File: config.mk
export PLATFORM = sky130hd
export DESIGN_NAME = dac_load_clear_alarm_ctrl
export DESIGN_NICKNAME = d
export VERILOG_FILES = /design/src/rtl/dac_ctrl_pkg.sv /design/src/rtl/alarm_status.sv /design/src/rtl/dac_channel.sv /design/src/rtl/dac_load_clear_alarm_ctrl.sv
export VERILOG_INCLUDE_DIRS = /design/src /design/src/rtl
export SDC_FILE = /design/constraint.sdc
export NUM_CORES = 1
export LEC_CHECK = 0
export ABC_CLOCK_PERIOD_IN_PS = 2940
export BUFFER_PORTS_ARGS = -buffer_cell sky130_fd_sc_hd__buf_2
export CAP_MARGIN = 10
export CORE_ASPECT_RATIO = 0.6
export CORE_MARGIN = 2
export CORE_UTILIZATION = 46
export DETAILED_ROUTE_END_ITERATION = 8
export GPL_TIMING_DRIVEN = 0
export SLEW_MARGIN = 30
export SYNTH_ARGS = -nofsm -noshare
export SYNTH_HDL_FRONTEND = slang
export SYNTH_SLANG_ARGS = --single-unit
File: constraint.sdc
create_clock -name clk -period 2.94 [get_ports clk]
set_input_delay 0.147 -clock clk [delete_from_list [all_inputs] [get_ports clk]]
set_output_delay 0.147 -clock clk [all_outputs]
set_load 0.02 [all_outputs]
File: src/rtl/dac_ctrl_consts.svh
// register offsets, field positions and reset values of the dac control block
// assumes byte addresses on an 8-bit wishbone address, one 32-bit word per register
`ifndef DAC_CTRL_CONSTS_SVH
`define DAC_CTRL_CONSTS_SVH

// ****************************************
// register byte offsets
// ****************************************
`define OFS_CONFIG     8'h00
`define OFS_SYNC_SEL   8'h04
`define OFS_PIN0_SEL   8'h08
`define OFS_PIN1_SEL   8'h0c
`define OFS_SW_CLEAR   8'h10
`define OFS_AUTO_SRC   8'h14
`define OFS_AUTO_EN    8'h18
`define OFS_ALARM_CTRL 8'h1c
`define OFS_STATUS     8'h20
`define OFS_POWER      8'h24
// address bits [7:6] select the per-channel windows
`define WIN_DATA       2'h1
`define WIN_CLR_CODE   2'h2

// ****************************************
// field positions
// ****************************************
`define BIT_LOAD_TRIGGER 0
`define BIT_GLOBAL_ALARM 1
`define BIT_OVERHEAT_SRC 2
`define LSB_AUTO_EN      3
`define BIT_LATCH_DIS    0
`define LSB_EVENT_EN     8

// ****************************************
// reset values and limits
// ****************************************
`define RESET_CODE       12'h000
`define OVERHEAT_LIMIT_C 150

`endif

File: src/rtl/dac_ctrl_pkg.sv
// shared types of the dac control block
// assumes a 32-bit wishbone data path and 8-bit byte addresses
package dac_ctrl_pkg;
  typedef logic [7:0]  addr_type;   // wishbone byte address
  typedef logic [31:0] word_type;   // wishbone data word
  typedef logic [3:0]  sel_type;    // wishbone byte lanes
endpackage

File: src/rtl/alarm_status.sv
// alarm status bits, latched or following their conditions
// assumes conditions are synchronous levels and readClear is a one-cycle pulse
`timescale 1ns/1ps
module alarm_status #(
  parameter int ALARMS = 8                  // number of alarm events
) (
  input  wire logic              clk,          // device clock
  input  wire logic              reset,        // synchronous, active high
  input  wire logic [ALARMS-1:0] condition,    // live alarm conditions
  input  wire logic              latchDisable, // 1: bits follow conditions
  input  wire logic              readClear,    // status register read pulse
  output logic      [ALARMS-1:0] status        // alarm status bits
);
  logic [ALARMS-1:0] next_status;  // status after this edge

  // ****************************************
  // status update
  // ****************************************
  // a live condition always wins over the read clear, so nothing is lost
  assign next_status = latchDisable ? condition
                     : condition | (status & ~{ALARMS{readClear}});

  // status register
  always_ff @(posedge clk) begin
    if (reset) begin
      status <= '0;
    end else begin
      status <= next_status;
    end
  end
endmodule

File: src/rtl/dac_channel.sv
// one double-buffered dac channel: data register, output latch, clear handling
// assumes loadPulse is one cycle long and clearNow is a synchronous level
`timescale 1ns/1ps
`include "dac_ctrl_consts.svh"
module dac_channel #(
  parameter int WIDTH = 12                   // code width
) (
  input  wire logic             clk,        // device clock
  input  wire logic             reset,      // synchronous, active high
  input  wire logic             dataWrite,  // host writes the data register
  input  wire logic [WIDTH-1:0] dataIn,     // code written
  input  wire logic             loadPulse,  // internal load pulse
  input  wire logic             syncSelect, // channel takes part in loads
  input  wire logic             clearNow,   // channel is in the clear state
  input  wire logic [WIDTH-1:0] clearCode,  // code forced while cleared
  output logic      [WIDTH-1:0] dataReg,    // pending data register
  output logic      [WIDTH-1:0] latchCode   // output-determining latch
);
  logic             dirty;      // data written since the last load
  logic             clearPrev;  // clear state one cycle ago
  logic             leaving;    // clear state ends this cycle
  logic             loadHit;    // this load pulse updates the latch
  logic             next_dirty; // dirty after this edge
  logic [WIDTH-1:0] next_latch; // latch after this edge

  // ****************************************
  // latch source selection
  // ****************************************
  assign leaving = clearPrev & ~clearNow;
  // only touched channels reload, which avoids needless output glitches
  assign loadHit = loadPulse & syncSelect & dirty & ~clearNow;
  assign next_latch = clearNow ? clearCode
                    : (leaving | loadHit) ? dataReg
                    : latchCode;
  assign next_dirty = dataWrite | (dirty & ~(loadHit | leaving));

  // both buffer stages; host writes only reach dataReg
  always_ff @(posedge clk) begin
    if (reset) begin
      dataReg   <= WIDTH'(`RESET_CODE);
      latchCode <= WIDTH'(`RESET_CODE);
      dirty     <= 1'b0;
      clearPrev <= 1'b0;
    end else begin
      if (dataWrite) begin
        dataReg <= dataIn;
      end
      latchCode <= next_latch;
      dirty     <= next_dirty;
      clearPrev <= clearNow;
    end
  end
endmodule

File: src/rtl/dac_load_clear_alarm_ctrl.sv
// top of the dac load, clear and alarm control block with its wishbone slave
// assumes classic single-cycle wishbone, synchronous clear pins and alarm levels
//
// The Wishbone interface to the registers and the placing of the registers were decided locally.
`timescale 1ns/1ps
`include "dac_ctrl_consts.svh"

// Behaviour
// - reset zeroes data registers, latches and output
// - output buffers start powered down, undriven
// - each channel holds data register then latch
// - reading data address returns latch contents
// - trigger write loads selected channels together
// - data write leaves latch untouched until load
// - load reloads only channels written since
// - entering clear loads clear code into latch
// - leaving clear reloads latch from data register
// - low clear pin clears its selected channels
// - software clear register clears selected channels
// - selected alarm sources clear enabled channels
// - overheat sets its alarm, routable to clear
// - overheat protection off when sensor powered down
// - global alarm is OR of alarm bits
// - latched bits hold until condition gone and read
// - unlatched bits fall when condition ends
// - alarm pin low while an enabled alarm bit set
// - only enabled events drive the alarm pin
module dac_load_clear_alarm_ctrl #(
  parameter int CHANNELS = 12,                     // dac channels
  parameter int WIDTH    = 12,                     // dac code width
  parameter int ALARMS   = 8                       // alarm events, bit 2 is overheat
) (
  input  wire logic                      clk,             // 100 MHz device clock
  input  wire logic                      reset,           // synchronous, active high
  input  wire logic                      wb_cyc_i,        // bus cycle
  input  wire logic                      wb_stb_i,        // bus strobe
  input  wire logic                      wb_we_i,         // 1 = write
  input  wire logic [7:0]                wb_adr_i,        // byte address
  input  wire logic [3:0]                wb_sel_i,        // byte lanes
  input  wire logic [31:0]               wb_dat_i,        // write data
  output logic      [31:0]               wb_dat_o,        // read data
  output logic                           wb_ack_o,        // acknowledge
  input  wire logic                      hwClearPinZeroN, // clear pin zero, low active
  input  wire logic                      hwClearPinOneN,  // clear pin one, low active
  input  wire logic [ALARMS-1:0]         monitorAlarm,    // out-of-range conditions
  input  wire logic                      dieOverTemp,     // die above the limit
  input  wire logic                      localSensorOff,  // local sensor powered down
  output logic      [CHANNELS*WIDTH-1:0] dacCode,         // latched codes, channel 0 low
  output logic      [CHANNELS-1:0]       bufferEnable,    // output buffer powered
  output logic                           alarmPinOut,     // alarm pin level, always 0
  output logic                           alarmPinOe       // alarm pin pulled low
);

  // ****************************************
  // parameter checks
  // ****************************************
  // the auto-clear enables sit in bits 14:3, so at most twelve channels fit
  if (CHANNELS < 1 || CHANNELS > 12) begin : g_bad_channels
    $error("CHANNELS must be 1 to 12");
  end
  // event 2 is the overheat event and enables use bits 15:8
  if (ALARMS < 3 || ALARMS > 8) begin : g_bad_alarms
    $error("ALARMS must be 3 to 8");
  end
  if (WIDTH < 1 || WIDTH > 16) begin : g_bad_width
    $error("WIDTH must be 1 to 16");
  end

  // ****************************************
  // helpers
  // ****************************************
  // merges a write into an old word by byte lane
  function automatic dac_ctrl_pkg::word_type merge(
    input dac_ctrl_pkg::word_type oldWord,
    input dac_ctrl_pkg::word_type newWord,
    input dac_ctrl_pkg::sel_type  lanes);
    dac_ctrl_pkg::word_type result;
    result = oldWord;
    for (int b = 0; b < 4; b++) begin
      if (lanes[b]) begin
        result[8*b +: 8] = newWord[8*b +: 8];
      end
    end
    return result;
  endfunction

  // ****************************************
  // registers and state
  // ****************************************
  logic [CHANNELS-1:0] syncSelect;           // channels taking part in loads
  logic [CHANNELS-1:0] pinZeroSelect;        // channels cleared by pin zero
  logic [CHANNELS-1:0] pinOneSelect;         // channels cleared by pin one
  logic [CHANNELS-1:0] softwareClear;        // channels cleared by software
  logic [ALARMS-1:0]   autoSource;           // events that trigger auto-clear
  logic [CHANNELS-1:0] autoEnable;           // channels auto-cleared
  logic                latchDisable;         // 1: alarm bits not latched
  logic [ALARMS-1:0]   eventEnable;          // events allowed onto the pin
  logic                loadPulse;            // one-cycle internal load
  logic [WIDTH-1:0]    clearCode [CHANNELS]; // per-channel clear codes
  logic [WIDTH-1:0]    dataReg   [CHANNELS]; // pending data registers
  logic [WIDTH-1:0]    latchCode [CHANNELS]; // output latches
  logic [ALARMS-1:0]   status;               // alarm status bits

  // ****************************************
  // bus decode
  // ****************************************
  logic                   request;      // new access not yet acknowledged
  logic                   writeReq;     // write access taken this cycle
  logic                   readReq;      // read access taken this cycle
  logic [3:0]             chIndex;      // channel of a window access
  logic                   chValid;      // channel index in range
  logic                   inData;       // data window hit
  logic                   inClrCode;    // clear code window hit
  dac_ctrl_pkg::addr_type regOfs;       // address with lane bits dropped
  dac_ctrl_pkg::word_type oldWord;      // stored contents of the target
  dac_ctrl_pkg::word_type readWord;     // value returned on a read
  dac_ctrl_pkg::word_type newWord;      // target after a write
  logic                   globalAlarm;  // OR of the status bits
  logic                   statusRead;   // status register read pulse
  logic                   triggerWrite; // load trigger written with 1

  // a new access is taken only while ack is low, so ack lasts one cycle
  assign request   = wb_cyc_i & wb_stb_i & ~wb_ack_o;
  assign writeReq  = request & wb_we_i;
  assign readReq   = request & ~wb_we_i;
  assign regOfs    = {wb_adr_i[7:2], 2'b00};
  assign chIndex   = wb_adr_i[5:2];
  assign chValid   = 32'(chIndex) < CHANNELS;
  assign inData    = wb_adr_i[7:6] == `WIN_DATA && chValid;
  assign inClrCode = wb_adr_i[7:6] == `WIN_CLR_CODE && chValid;

  // ****************************************
  // register read mux
  // ****************************************
  // stored value of the addressed register, used to merge byte lanes
  always_comb begin
    oldWord = '0;
    if (inData) begin
      oldWord = 32'(dataReg[chIndex]);
    end else if (inClrCode) begin
      oldWord = 32'(clearCode[chIndex]);
    end else begin
      unique case (regOfs)
        `OFS_SYNC_SEL:   oldWord = 32'(syncSelect);
        `OFS_PIN0_SEL:   oldWord = 32'(pinZeroSelect);
        `OFS_PIN1_SEL:   oldWord = 32'(pinOneSelect);
        `OFS_SW_CLEAR:   oldWord = 32'(softwareClear);
        `OFS_AUTO_SRC:   oldWord = 32'(autoSource);
        `OFS_AUTO_EN:    oldWord = 32'(autoEnable) << `LSB_AUTO_EN;
        `OFS_ALARM_CTRL: oldWord = (32'(eventEnable) << `LSB_EVENT_EN)
                                   | 32'(latchDisable);
        `OFS_POWER:      oldWord = 32'(bufferEnable);
        default:         oldWord = '0;  // config, status, unmapped
      endcase
    end
  end

  // a data read shows the latch, not the pending word
  assign readWord = inData ? 32'(latchCode[chIndex])
                  : regOfs == `OFS_STATUS && !inClrCode ? 32'(status)
                  : regOfs == `OFS_CONFIG ? 32'(globalAlarm) << `BIT_GLOBAL_ALARM
                  : oldWord;
  assign newWord      = merge(oldWord, wb_dat_i, wb_sel_i);
  assign statusRead   = readReq && regOfs == `OFS_STATUS;
  assign triggerWrite = writeReq && regOfs == `OFS_CONFIG && wb_sel_i[0]
                        && wb_dat_i[`BIT_LOAD_TRIGGER];

  // bus answer: ack one cycle after the request, read data with it
  always_ff @(posedge clk) begin
    if (reset) begin
      wb_ack_o <= 1'b0;
      wb_dat_o <= '0;
    end else begin
      wb_ack_o <= request;
      wb_dat_o <= readReq ? readWord : '0;
    end
  end

  // ****************************************
  // control register writes
  // ****************************************
  // everything resets to zero, so outputs start powered down
  always_ff @(posedge clk) begin
    if (reset) begin
      syncSelect    <= '0;
      pinZeroSelect <= '0;
      pinOneSelect  <= '0;
      softwareClear <= '0;
      autoSource    <= '0;
      autoEnable    <= '0;
      latchDisable  <= 1'b0;
      eventEnable   <= '0;
      bufferEnable  <= '0;
    end else if (writeReq && !inData && !inClrCode) begin
      unique case (regOfs)
        `OFS_SYNC_SEL:   syncSelect    <= newWord[CHANNELS-1:0];
        `OFS_PIN0_SEL:   pinZeroSelect <= newWord[CHANNELS-1:0];
        `OFS_PIN1_SEL:   pinOneSelect  <= newWord[CHANNELS-1:0];
        `OFS_SW_CLEAR:   softwareClear <= newWord[CHANNELS-1:0];
        `OFS_AUTO_SRC:   autoSource    <= newWord[ALARMS-1:0];
        `OFS_AUTO_EN:    autoEnable    <= newWord[`LSB_AUTO_EN +: CHANNELS];
        `OFS_ALARM_CTRL: begin
          latchDisable <= newWord[`BIT_LATCH_DIS];
          eventEnable  <= newWord[`LSB_EVENT_EN +: ALARMS];
        end
        `OFS_POWER:      bufferEnable  <= newWord[CHANNELS-1:0];
        default:         ;  // read-only or unmapped: write ignored
      endcase
    end
  end

  // clear codes; they only matter while a channel is cleared
  always_ff @(posedge clk) begin
    if (reset) begin
      for (int n = 0; n < CHANNELS; n++) begin
        clearCode[n] <= WIDTH'(`RESET_CODE);
      end
    end else if (writeReq && inClrCode) begin
      clearCode[chIndex] <= newWord[WIDTH-1:0];
    end
  end

  // the trigger bit holds no state: one write of 1 gives one pulse
  always_ff @(posedge clk) begin
    if (reset) begin
      loadPulse <= 1'b0;
    end else begin
      loadPulse <= triggerWrite;
    end
  end

  // ****************************************
  // alarms
  // ****************************************
  logic [ALARMS-1:0]   events;       // live conditions with overheat folded in
  logic                overheat;     // protected overheat condition
  logic                autoHit;      // a selected source is set
  logic                pinAlarm;     // an enabled event is set
  logic [CHANNELS-1:0] clearNow;     // per-channel clear state

  // overheat is ignored while the local sensor cannot see the die
  assign overheat = dieOverTemp & ~localSensorOff;
  always_comb begin
    events = monitorAlarm;
    events[`BIT_OVERHEAT_SRC] = overheat;
  end

  alarm_status #(
    .ALARMS       (ALARMS)
  ) u_alarm_status (
    .clk          (clk),
    .reset        (reset),
    .condition    (events),
    .latchDisable (latchDisable),
    .readClear    (statusRead),
    .status       (status)
  );

  assign globalAlarm = |status;
  assign pinAlarm    = |(status & eventEnable);

  // open-drain alarm pin: drive low, otherwise release
  always_ff @(posedge clk) begin
    if (reset) begin
      alarmPinOe  <= 1'b0;
      alarmPinOut <= 1'b0;
    end else begin
      alarmPinOe  <= pinAlarm;
      alarmPinOut <= 1'b0;
    end
  end

  // ****************************************
  // clear sources
  // ****************************************
  // any one source is enough; a channel stays cleared while any holds it
  assign autoHit  = |(status & autoSource);
  assign clearNow = (hwClearPinZeroN ? '0 : pinZeroSelect)
                  | (hwClearPinOneN  ? '0 : pinOneSelect)
                  | softwareClear
                  | (autoHit ? autoEnable : '0);

  // ****************************************
  // channels
  // ****************************************
  for (genvar n = 0; n < CHANNELS; n++) begin : g_channel
    dac_channel #(
      .WIDTH      (WIDTH)
    ) u_channel (
      .clk        (clk),
      .reset      (reset),
      .dataWrite  (writeReq && inData && 32'(chIndex) == n),
      .dataIn     (newWord[WIDTH-1:0]),
      .loadPulse  (loadPulse),
      .syncSelect (syncSelect[n]),
      .clearNow   (clearNow[n]),
      .clearCode  (clearCode[n]),
      .dataReg    (dataReg[n]),
      .latchCode  (latchCode[n])
    );
    assign dacCode[n*WIDTH +: WIDTH] = latchCode[n];
  end
endmodule

==> key figures, run 1 <==
Job
  – Max-cap violations: 0

Global routing
  – Antenna violations before repair: 11
  – Total gr overflow: 0
  – Pin count of the biggest net entering global routing: 16
  – First-pass GRT wire length: 190,000 µm
  – GRT Resource Usage Total: 46.4%
  – Vias in the first global route: 23.2k

Worst setup path
  – CP cell instances: buf_4 -> buf_6 -> buf_4 -> buf_4 -> mux4_2 -> a22oi_1 -> a21oi_1 -> clkbuf_1 -> nand2_1 -> a21oi_1
  – Crit path launch type: input port
  – RR Endpoint: clearCode[0][10]$_SDFFCE_PN0P_
  – Crit end category: register
  – WP data required: 3500 ps
  – Reg2Reg Depth: 7
  – CP delay by family, top: buffers and inverters
  – Reg-to-reg slack, setup: -30 ps
  – CP max stage cell: clkbuf_1
  – Reg2reg start: clearCode[6][10]$_SDFFCE_PN0P_
  – Delay of the slowest critical-path stage: 740 ps
  – Critical path fanouts, max: 10
  – CP most frequent cell: buf_4
  – CP Buf/Inv Count: 5
  – Worst EP arrival: 3620 ps
  – Worst Setup Path Type: in2reg

Die
  – # rows: 68
  – DIE AREA: 60,100 µm²
  – Die Y: 191 µm
  – Core area: 57,400 µm²
  – Starting density of the core: 46.5%
  – Die W: 315 µm
  – Io pins: 252

CTS
  – Worst-path clk slew: 70 ps
  – Clock Path Buffers: 3
  – CTS Root Cell: clkbuf_16
  – CTS buffer count: 55
  – Clock Sinks: 572
  – CTS tree: yes
  – H-tree levels: 2
  – Clock latency at the later pin of the worst-skew pair: 670 ps

Yosys
  – Post-synthesis register bit count: 572
  – Yosys top cell by area: dfxtp_1
  – Ys async rst share: 0%
  – Ranking of synthesized cells by area: dfxtp_1 (32%), edfxtp_1 (16%), mux2i_1 (7.6%), a211oi_1 (7.6%), nor2_1 (7.3%)
  – Most used flip-flop cell after synthesis: dfxtp_1
  – Post-Syn Area: 26,700 µm²
  – Yosys warnings: 0
  – Netlist cell types: 74
  – Syn_area_per_cell: 10.1 µm²
  – Synth Instances: 2,637
  – Yosys top cell area share: 32.1%
  – Sequential share of the synthesized area: 48.3%
  – EDFF count, synth: 144

Detailed routing
  – Iteration-0 DRC Markers: 4,869
  – DRC viols: 0
  – Vias post-DR: 26.1k
  – Detailed Route WL: 143,000 µm
  – Initial DRT Pass Iterations: 6
  – WL per Instance: 37.6 µm
  – Vias per cell: 6.87
  – Antenna Nets Post-Route: 0

Run status
  – Status: finished with violations
  – Violated checks: setup timing

Hold path
  – HP Start: wb_dat_i[4]
  – Worst Hold Class: in2reg
  – WHS Endpoint: g_channel[2].u_channel.dataReg[4]$_SDFFE_PP0P_
  – Hold depth: 4

Final layout
  – Fin util: 55.0%
  – Post-route cell area: 31,600 µm²
  – # nets final: 3,039
  – Layout cell share with drive strength beyond 1: 21.9%
  – Area grow syn2layout: 18.3%

Power and ir drop
  – Sw frac: 27.1%
  – Seq pwr share: 47.3%
  – P_leak: 12.6 nW
  – Internal Power: 12.8 mW
  – Cell Pwr Density: 554 nW/µm²
  – Clock share of power: 43.8%
  – Switch Pwr: 4.74 mW
  – Comb power frac: 9.0%
  – Peak VDD IR: 0.000518 V

Timing
  – Final worst slack: -116 ps
  – Worst-Margin Slew: 1130 ps
  – Max-slew headroom: 24.9%
  – Clock Skews: 30.1 ps
  – Final slew viol count: 0
  – Hold slack final: 13.2 ps
  – Min Tclk post-route: 3060 ps
  – Crit share post-route: 104%
  – Fmax: 0.327 GHz
  – Final setup fails: 88
  – Final Hold Vio Count: 0

Placement
  – Routability cong.: 1.10
  – Area after DPL: 29,000 µm²
  – Post-DP HPWL: 111,000 µm
  – Pre-CTS setup slack: -1250 ps
  – IO buf count: 210
-- tightest hold or removal path: stages --
cell	delay [ps]
buf_2	110
nand2_1	80
o31a_4	200
a211oi_1	80
-- power by group through the flow --
| stage | logic, mW | registers (mW) | clock network, mW |
|---|---|---|---|
| after global placement | 1.38 | 8.43 | 0 |
| after CTS | 1.44 | 8.25 | 7.54 |
| after detailed placement | 1.39 | 8.43 | 0 |
| after floorplan | 0.725 | 8.36 | 0 |
| after global routing | 1.55 | 8.26 | 7.86 |
| final | 1.57 | 8.27 | 7.66 |
-- flip-flops by register name, indices dropped and copies added, names as in the netlist, 16 cells and up --
| register | cells |
|---|---|
| wb_dat_o | 16 |
| clearCode | 144 |
| g_channel.u_channel.latchCode | 144 |
| g_channel.u_channel.dataReg | 144 |
-- routing by layer --
layer | wire, µm | vias up | share of wire [%] | track usage, %
met4 | 5870 | 10 | 4.1 | 16.2
met1 | 57900 | 12900 | 41 | 67.0
met3 | 28000 | 345 | 20 | 25.9
met5 | 234 | - | 0.16 | 2.11
met2 | 50500 | 2448 | 35 | 55.9
li1 | - | 10300 | - | -
-- layout by cell type (no fill, tap or decap), drive strengths merged, types with 20 or more instances in the layout --
master    n
a211oi  291
a21oi   103
a22oi    50
and2     22
buf     364
clkbuf  230
dfxtp   428
edfxtp  144
mux2i   203
mux4     86
nand2   146
nand2b   32
nand3    29
nand3b   25
nor2    526
nor2b    34
o211ai   21
o21ai    39
o22ai    20
-- cells in the mapped netlist, types with 4 or more instances --
master	n
o31ai_1	7
a211oi_1	269
o211ai_1	21
a31oi_1	15
nand2_1	146
a32oi_1	5
a211oi_2	22
nand2b_1	32
a22o_1	5
nor3_1	15
o41ai_1	7
mux2i_1	203
inv_1	13
mux4_2	86
nand4_1	7
a22oi_1	50
o21ai_0	36
nor2_1	522
and3_1	15
o22ai_1	20
nor4_2	4
o31ai_2	4
nor2b_1	34
a221oi_1	6
or3_1	9
a21oi_1	102
a2111oi_0	4
a2111oi_2	13
nand3_1	29
clkbuf_1	144
buf_4	44
edfxtp_1	144
and2_1	18
buf_2	62
nand4b_1	4
and2_0	4
nand3b_1	25
dfxtp_1	428
buf_6	8
-- layout make-up --
type / instances / area [µm²]
Multi-Input combinational cell: 1807 / 12900
Timing Repair Buffer: 268 / 1550
Sequential cell: 572 / 12900
Buffer: 261 / 1340
Tap cell: 770 / 963
Clock buffer: 85 / 1700
Clock inverter: 16 / 165
Fill cell: 5185 / 25800
Inverter: 13 / 48.8
Antenna cell: 4 / 10.0
-- cells by family (layout without fill, tap and decap cells) --
kind of cell | Yosys count | after routing | share of synthesized area [%]
simple gates | 891 | 891 | 15.1
other cells | 1 | 21 | 0.0140
mux | 292 | 292 | 15.0
flops | 572 | 572 | 48.3
buf+inv | 274 | 643 | 4.98
xor+xnor | 1 | 1 | 0.0328
compound gates | 606 | 606 | 16.7
-- through the flow --
stage | power [mW] | std cells | setup TNS (ps)
2_1_floorplan | 9.08 | 2653 | 0
3_3_place_gp | 9.80 | 3633 | -433070
3_5_place_dp | 9.81 | 3634 | -399520
4_1_cts | 17.2 | 3781 | -28.0
5_1_grt | 17.7 | 3792 | -1.48
6_report | 17.5 | 3796 | -3420
-- what timing repair did --
item	in CTS	in global routing
endpoints found under the setup margin	608	160
hold buffers	19	0
gates resized for setup	46	27
pin swaps	11	5
endpoints found under the hold margin	21	0
setup buffers	27	11
-- worst max path at each step --
stage,from,end,depth (start not counted)
2_1_floorplan,wb_adr_i[4],clearCode[0][8]$_SDFFCE_PN0P_,10
3_3_place_gp,wb_adr_i[2],clearCode[11][5]$_SDFFCE_PN0P_,11
3_5_place_dp,wb_adr_i[2],clearCode[9][5]$_SDFFCE_PN0P_,11
4_1_cts,clearCode[6][0]$_SDFFCE_PN0P_,g_channel[3].u_channel.dataReg[0]$_SDFFE_PP0P_,6
5_1_grt,clearCode[6][0]$_SDFFCE_PN0P_,clearCode[6][0]$_SDFFCE_PN0P_,6
6_report,wb_adr_i[3],g_channel[8].u_channel.dataReg[10]$_SDFFE_PP0P_,10
(Power assumes the default switching activity.)
==> run 2: changes to the inputs <==
--- a/config.mk
+++ b/config.mk
@@ -9,7 +9,7 @@
 export ABC_CLOCK_PERIOD_IN_PS = 2940
 export BUFFER_PORTS_ARGS = -buffer_cell sky130_fd_sc_hd__buf_2
 export CAP_MARGIN = 10
-export CORE_ASPECT_RATIO = 0.6
+export CORE_ASPECT_RATIO = 0.5
 export CORE_MARGIN = 2
 export CORE_UTILIZATION = 46
 export DETAILED_ROUTE_END_ITERATION = 8
==> key figures, run 2 (same netlist as run 1, synthesis figures left out) <==
Global routing
  – Total gr overflow: 0 (unchanged)
  – Vias in the first global route: 22.7k (was 23.2k)
  – Pin count of the biggest net entering global routing: 18 (was 16)
  – Antenna violations before repair: 8 (was 11)
  – First-pass GRT wire length: 186,000 µm (was 190,000 µm)
  – GRT Resource Usage Total: 45.2% (was 46.4%)

Timing
  – Max-slew headroom: 24.2% (was 24.9%)
  – RSZ-0062 raised after global routing: true
  – Final worst slack: -88.0 ps (was -116 ps)
  – Final setup fails: 54 (was 88)
  – Clock Skews: 18.8 ps (was 30.1 ps)
  – Fmax: 0.330 GHz (was 0.327 GHz)
  – Min Tclk post-route: 3030 ps (was 3060 ps)
  – Final setup TNS: -1530 ps (was -3420 ps)
  – Worst-Margin Slew: 1140 ps (was 1130 ps)
  – Final slew viol count: 0 (unchanged)
  – Crit share post-route: 103% (was 104%)
  – Final Hold Vio Count: 0 (unchanged)

Hold path
  – Worst Hold Class: in2reg (unchanged)
  – Hold depth: 4 (unchanged)
  – HP Start: wb_dat_i[4] (unchanged)
  – WHS Endpoint: g_channel[2].u_channel.dataReg[4]$_SDFFE_PP0P_ (unchanged)

Placement
  – Routability cong.: 1.07 (was 1.10)
  – IO buf count: 210 (unchanged)
  – Placed Cells: 3,641 (was 3,634)
  – Post-DP HPWL: 106,000 µm (was 111,000 µm)

Worst setup path
  – CP delay by family, top: buffers and inverters (unchanged)
  – Worst EP arrival: 3560 ps (was 3620 ps)
  – Crit path launch type: input port (unchanged)
  – RR Endpoint: clearCode[9][3]$_SDFFCE_PN0P_ (was clearCode[0][10]$_SDFFCE_PN0P_)
  – WP data required: 3470 ps (was 3500 ps)
  – Delay of the slowest critical-path stage: 570 ps (was 740 ps)
  – Critical path fanouts, max: 10 (unchanged)
  – CP cell instances: buf_4 -> buf_6 -> buf_4 -> buf_4 -> mux2i_1 -> a22oi_2 -> nand3_1 -> nand4_1 -> a22oi_2 -> buf_4 -> a211oi_1 (was buf_4 -> buf_6 -> buf_4 -> buf_4 -> mux4_2 -> a22oi_1 -> a21oi_1 -> clkbuf_1 -> nand2_1 -> a21oi_1)
  – CP Buf/Inv Count: 5 (unchanged)
  – CP max stage cell: a22oi_2 (was clkbuf_1)
  – Reg-to-reg slack, setup: -60 ps (was -30 ps)
  – CP most frequent cell: buf_4 (unchanged)
  – Reg2Reg Depth: 7 (unchanged)
  – Worst Setup Path Type: in2reg (unchanged)
  – Reg2reg start: clearCode[7][3]$_SDFFCE_PN0P_ (was clearCode[6][10]$_SDFFCE_PN0P_)
  – Crit end category: register (unchanged)

Die
  – Starting density of the core: 46.5% (about the same)
  – Core area: 57,400 µm² (about the same)
  – Io pins: 252 (unchanged)
  – DIE AREA: 60,100 µm² (about the same)
  – # rows: 62 (was 68)
  – Die Y: 174 µm (was 191 µm)
  – Die W: 345 µm (was 315 µm)

Detailed routing
  – Antenna Nets Post-Route: 0 (unchanged)
  – DRC viols: 0 (unchanged)
  – Detailed Route WL: 139,000 µm (was 143,000 µm)
  – WL per Instance: 36.6 µm (was 37.6 µm)
  – Iteration-0 DRC Markers: 4,741 (was 4,869)
  – Initial DRT Pass Iterations: 7 (was 6)
  – Vias per cell: 6.68 (was 6.87)
  – Vias post-DR: 25.3k (was 26.1k)

Power and ir drop
  – Clock share of power: 42.8% (was 43.8%)
  – Internal Power: 12.7 mW (was 12.8 mW)
  – Seq pwr share: 47.5% (was 47.3%)
  – Comb power frac: 9.7% (was 9.0%)
  – Cell Pwr Density: 550 nW/µm² (was 554 nW/µm²)
  – Peak VDD IR: 0.000434 V (was 0.000518 V)
  – Sw frac: 27.1% (about the same)
  – Switch Pwr: 4.70 mW (was 4.74 mW)
  – P_leak: 12.6 nW (about the same)

Run status
  – Status: finished with violations (unchanged)
  – Violated checks: setup timing (unchanged)

CTS
  – CTS Root Cell: clkbuf_16 (unchanged)
  – CTS buffer count: 52 (was 55)
  – Clock Path Buffers: 3 (unchanged)
  – CTS tree: yes (unchanged)
  – Worst-path clk slew: 70 ps (about the same)
  – H-tree levels: 2 (unchanged)
  – Clock latency at the later pin of the worst-skew pair: 630 ps (was 670 ps)
  – Clock Sinks: 572 (unchanged)

Final layout
  – Layout cell share with drive strength beyond 1: 21.6% (was 21.9%)
  – Area grow syn2layout: 18.2% (was 18.3%)
  – # nets final: 3,034 (was 3,039)
  – Most frequent cells in the layout: nor2_1 (517), dfxtp_1 (428), a211oi_1 (269), buf_2 (255), mux2i_1 (202) (was nor2_1 (520), dfxtp_1 (428), a211oi_1 (268), buf_2 (265), mux2i_1 (203))
  – Top Registers: clearCode (144), g_channel.u_channel.dataReg (144), g_channel.u_channel.latchCode (144) (unchanged)
  – Commonest non-fill, non-tap cell in the layout: nor2_1 (unchanged)
  – Final non-filler cell total: 3,786 (was 3,796)

Job
  – Max-cap violations: 0 (unchanged)
==> run 2: cell types whose count changed in the layout (fill, tap and decap cells not counted), moves of 4 or more <==
cell,before,now
buf_2,265,255
buf_4,86,82
buf_6,9,20
clkbuf_2,28,24
clkbuf_4,2,8
clkbuf_8,17,9
clkinv_1,1,6
==> run 2: through the flow <==
step	hold slack, ps	utilization (%)	power [mW]	instance area (µm²)	setup slack [ps]
2_1_floorplan	264	-	9.08	26800	657
3_3_place_gp	362	50.2	9.86	28800	-1520
3_5_place_dp	373	50.6	9.87	29100	-1500
4_1_cts	29.7	54.7	17.1	31400	7.01
5_1_grt	49.8	55.0	17.6	31600	-2.12
6_report	39.8	55.0	17.4	31600	-88.0
==> run 2: repair_timing <==
| action | CTS | global route |
|---|---|---|
| setup endpoints to repair | 496 | 223 |
| buffers inserted | 20 | 11 |
| hold buffers | 18 | 0 |
| pin swaps | 8 | 10 |
| resized for setup | 47 | 31 |
| endpoints found under the hold margin | 20 | 0 |
| gates cloned | 0 | 0 |
==> run 2: worst max path at each step <==
stage / from / endpoint / slack (ps) / depth (start not counted)
after global routing: clearCode[6][2]$_SDFFCE_PN0P_ / autoSource[2]$_SDFFE_PP0P_ / -2 / 7
after global placement: wb_adr_i[2] / clearCode[10][5]$_SDFFCE_PN0P_ / -1520 / 11
final: wb_adr_i[3] / g_channel[7].u_channel.dataReg[2]$_SDFFE_PP0P_ / -90 / 11
after floorplan: wb_adr_i[4] / clearCode[0][8]$_SDFFCE_PN0P_ / 660 / 10
after CTS: clearCode[6][3]$_SDFFCE_PN0P_ / clearCode[9][3]$_SDFFCE_PN0P_ / 7 / 7
after detailed placement: wb_adr_i[2] / clearCode[10][5]$_SDFFCE_PN0P_ / -1500 / 11
==> run 2: worst reg2reg max path: cells and delay by family (launching register included) <==
kind	cells	cell delay [ps]
AO/OA/AOI/OAI	1	350
buffers and inverters	1	430
flip-flops	1	480
multiplexers	1	630
AND/OR/NAND/NOR	4	850
==> run 2: layer usage <==
metal	share of wire [%]	global-route usage (%)
met1	41	65.5
met2	37	55.7
met3	18	24.5
met4	3.6	14.4
met5	0.14	0
==> run 2: cell type report <==
cell class	count	area (µm²)
multi-input combinational	1807	12900
sequential	572	12900
clock buffer	72	1510
antenna	3	7.51
buffer	258	1370
fill	5298	25800
tap	768	961
clock inverter	24	280
timing repair buffer	269	1570
inverter	13	48.8
==> run 2: power by group through the flow <==
stage	Sequential, mW	Clock (mW)	Combinational, mW
global placement	8.41	0	1.45
CTS	8.24	7.33	1.53
detailed placement	8.42	0	1.46
finish	8.25	7.43	1.69
floorplan	8.36	0	0.725
global route	8.25	7.67	1.66
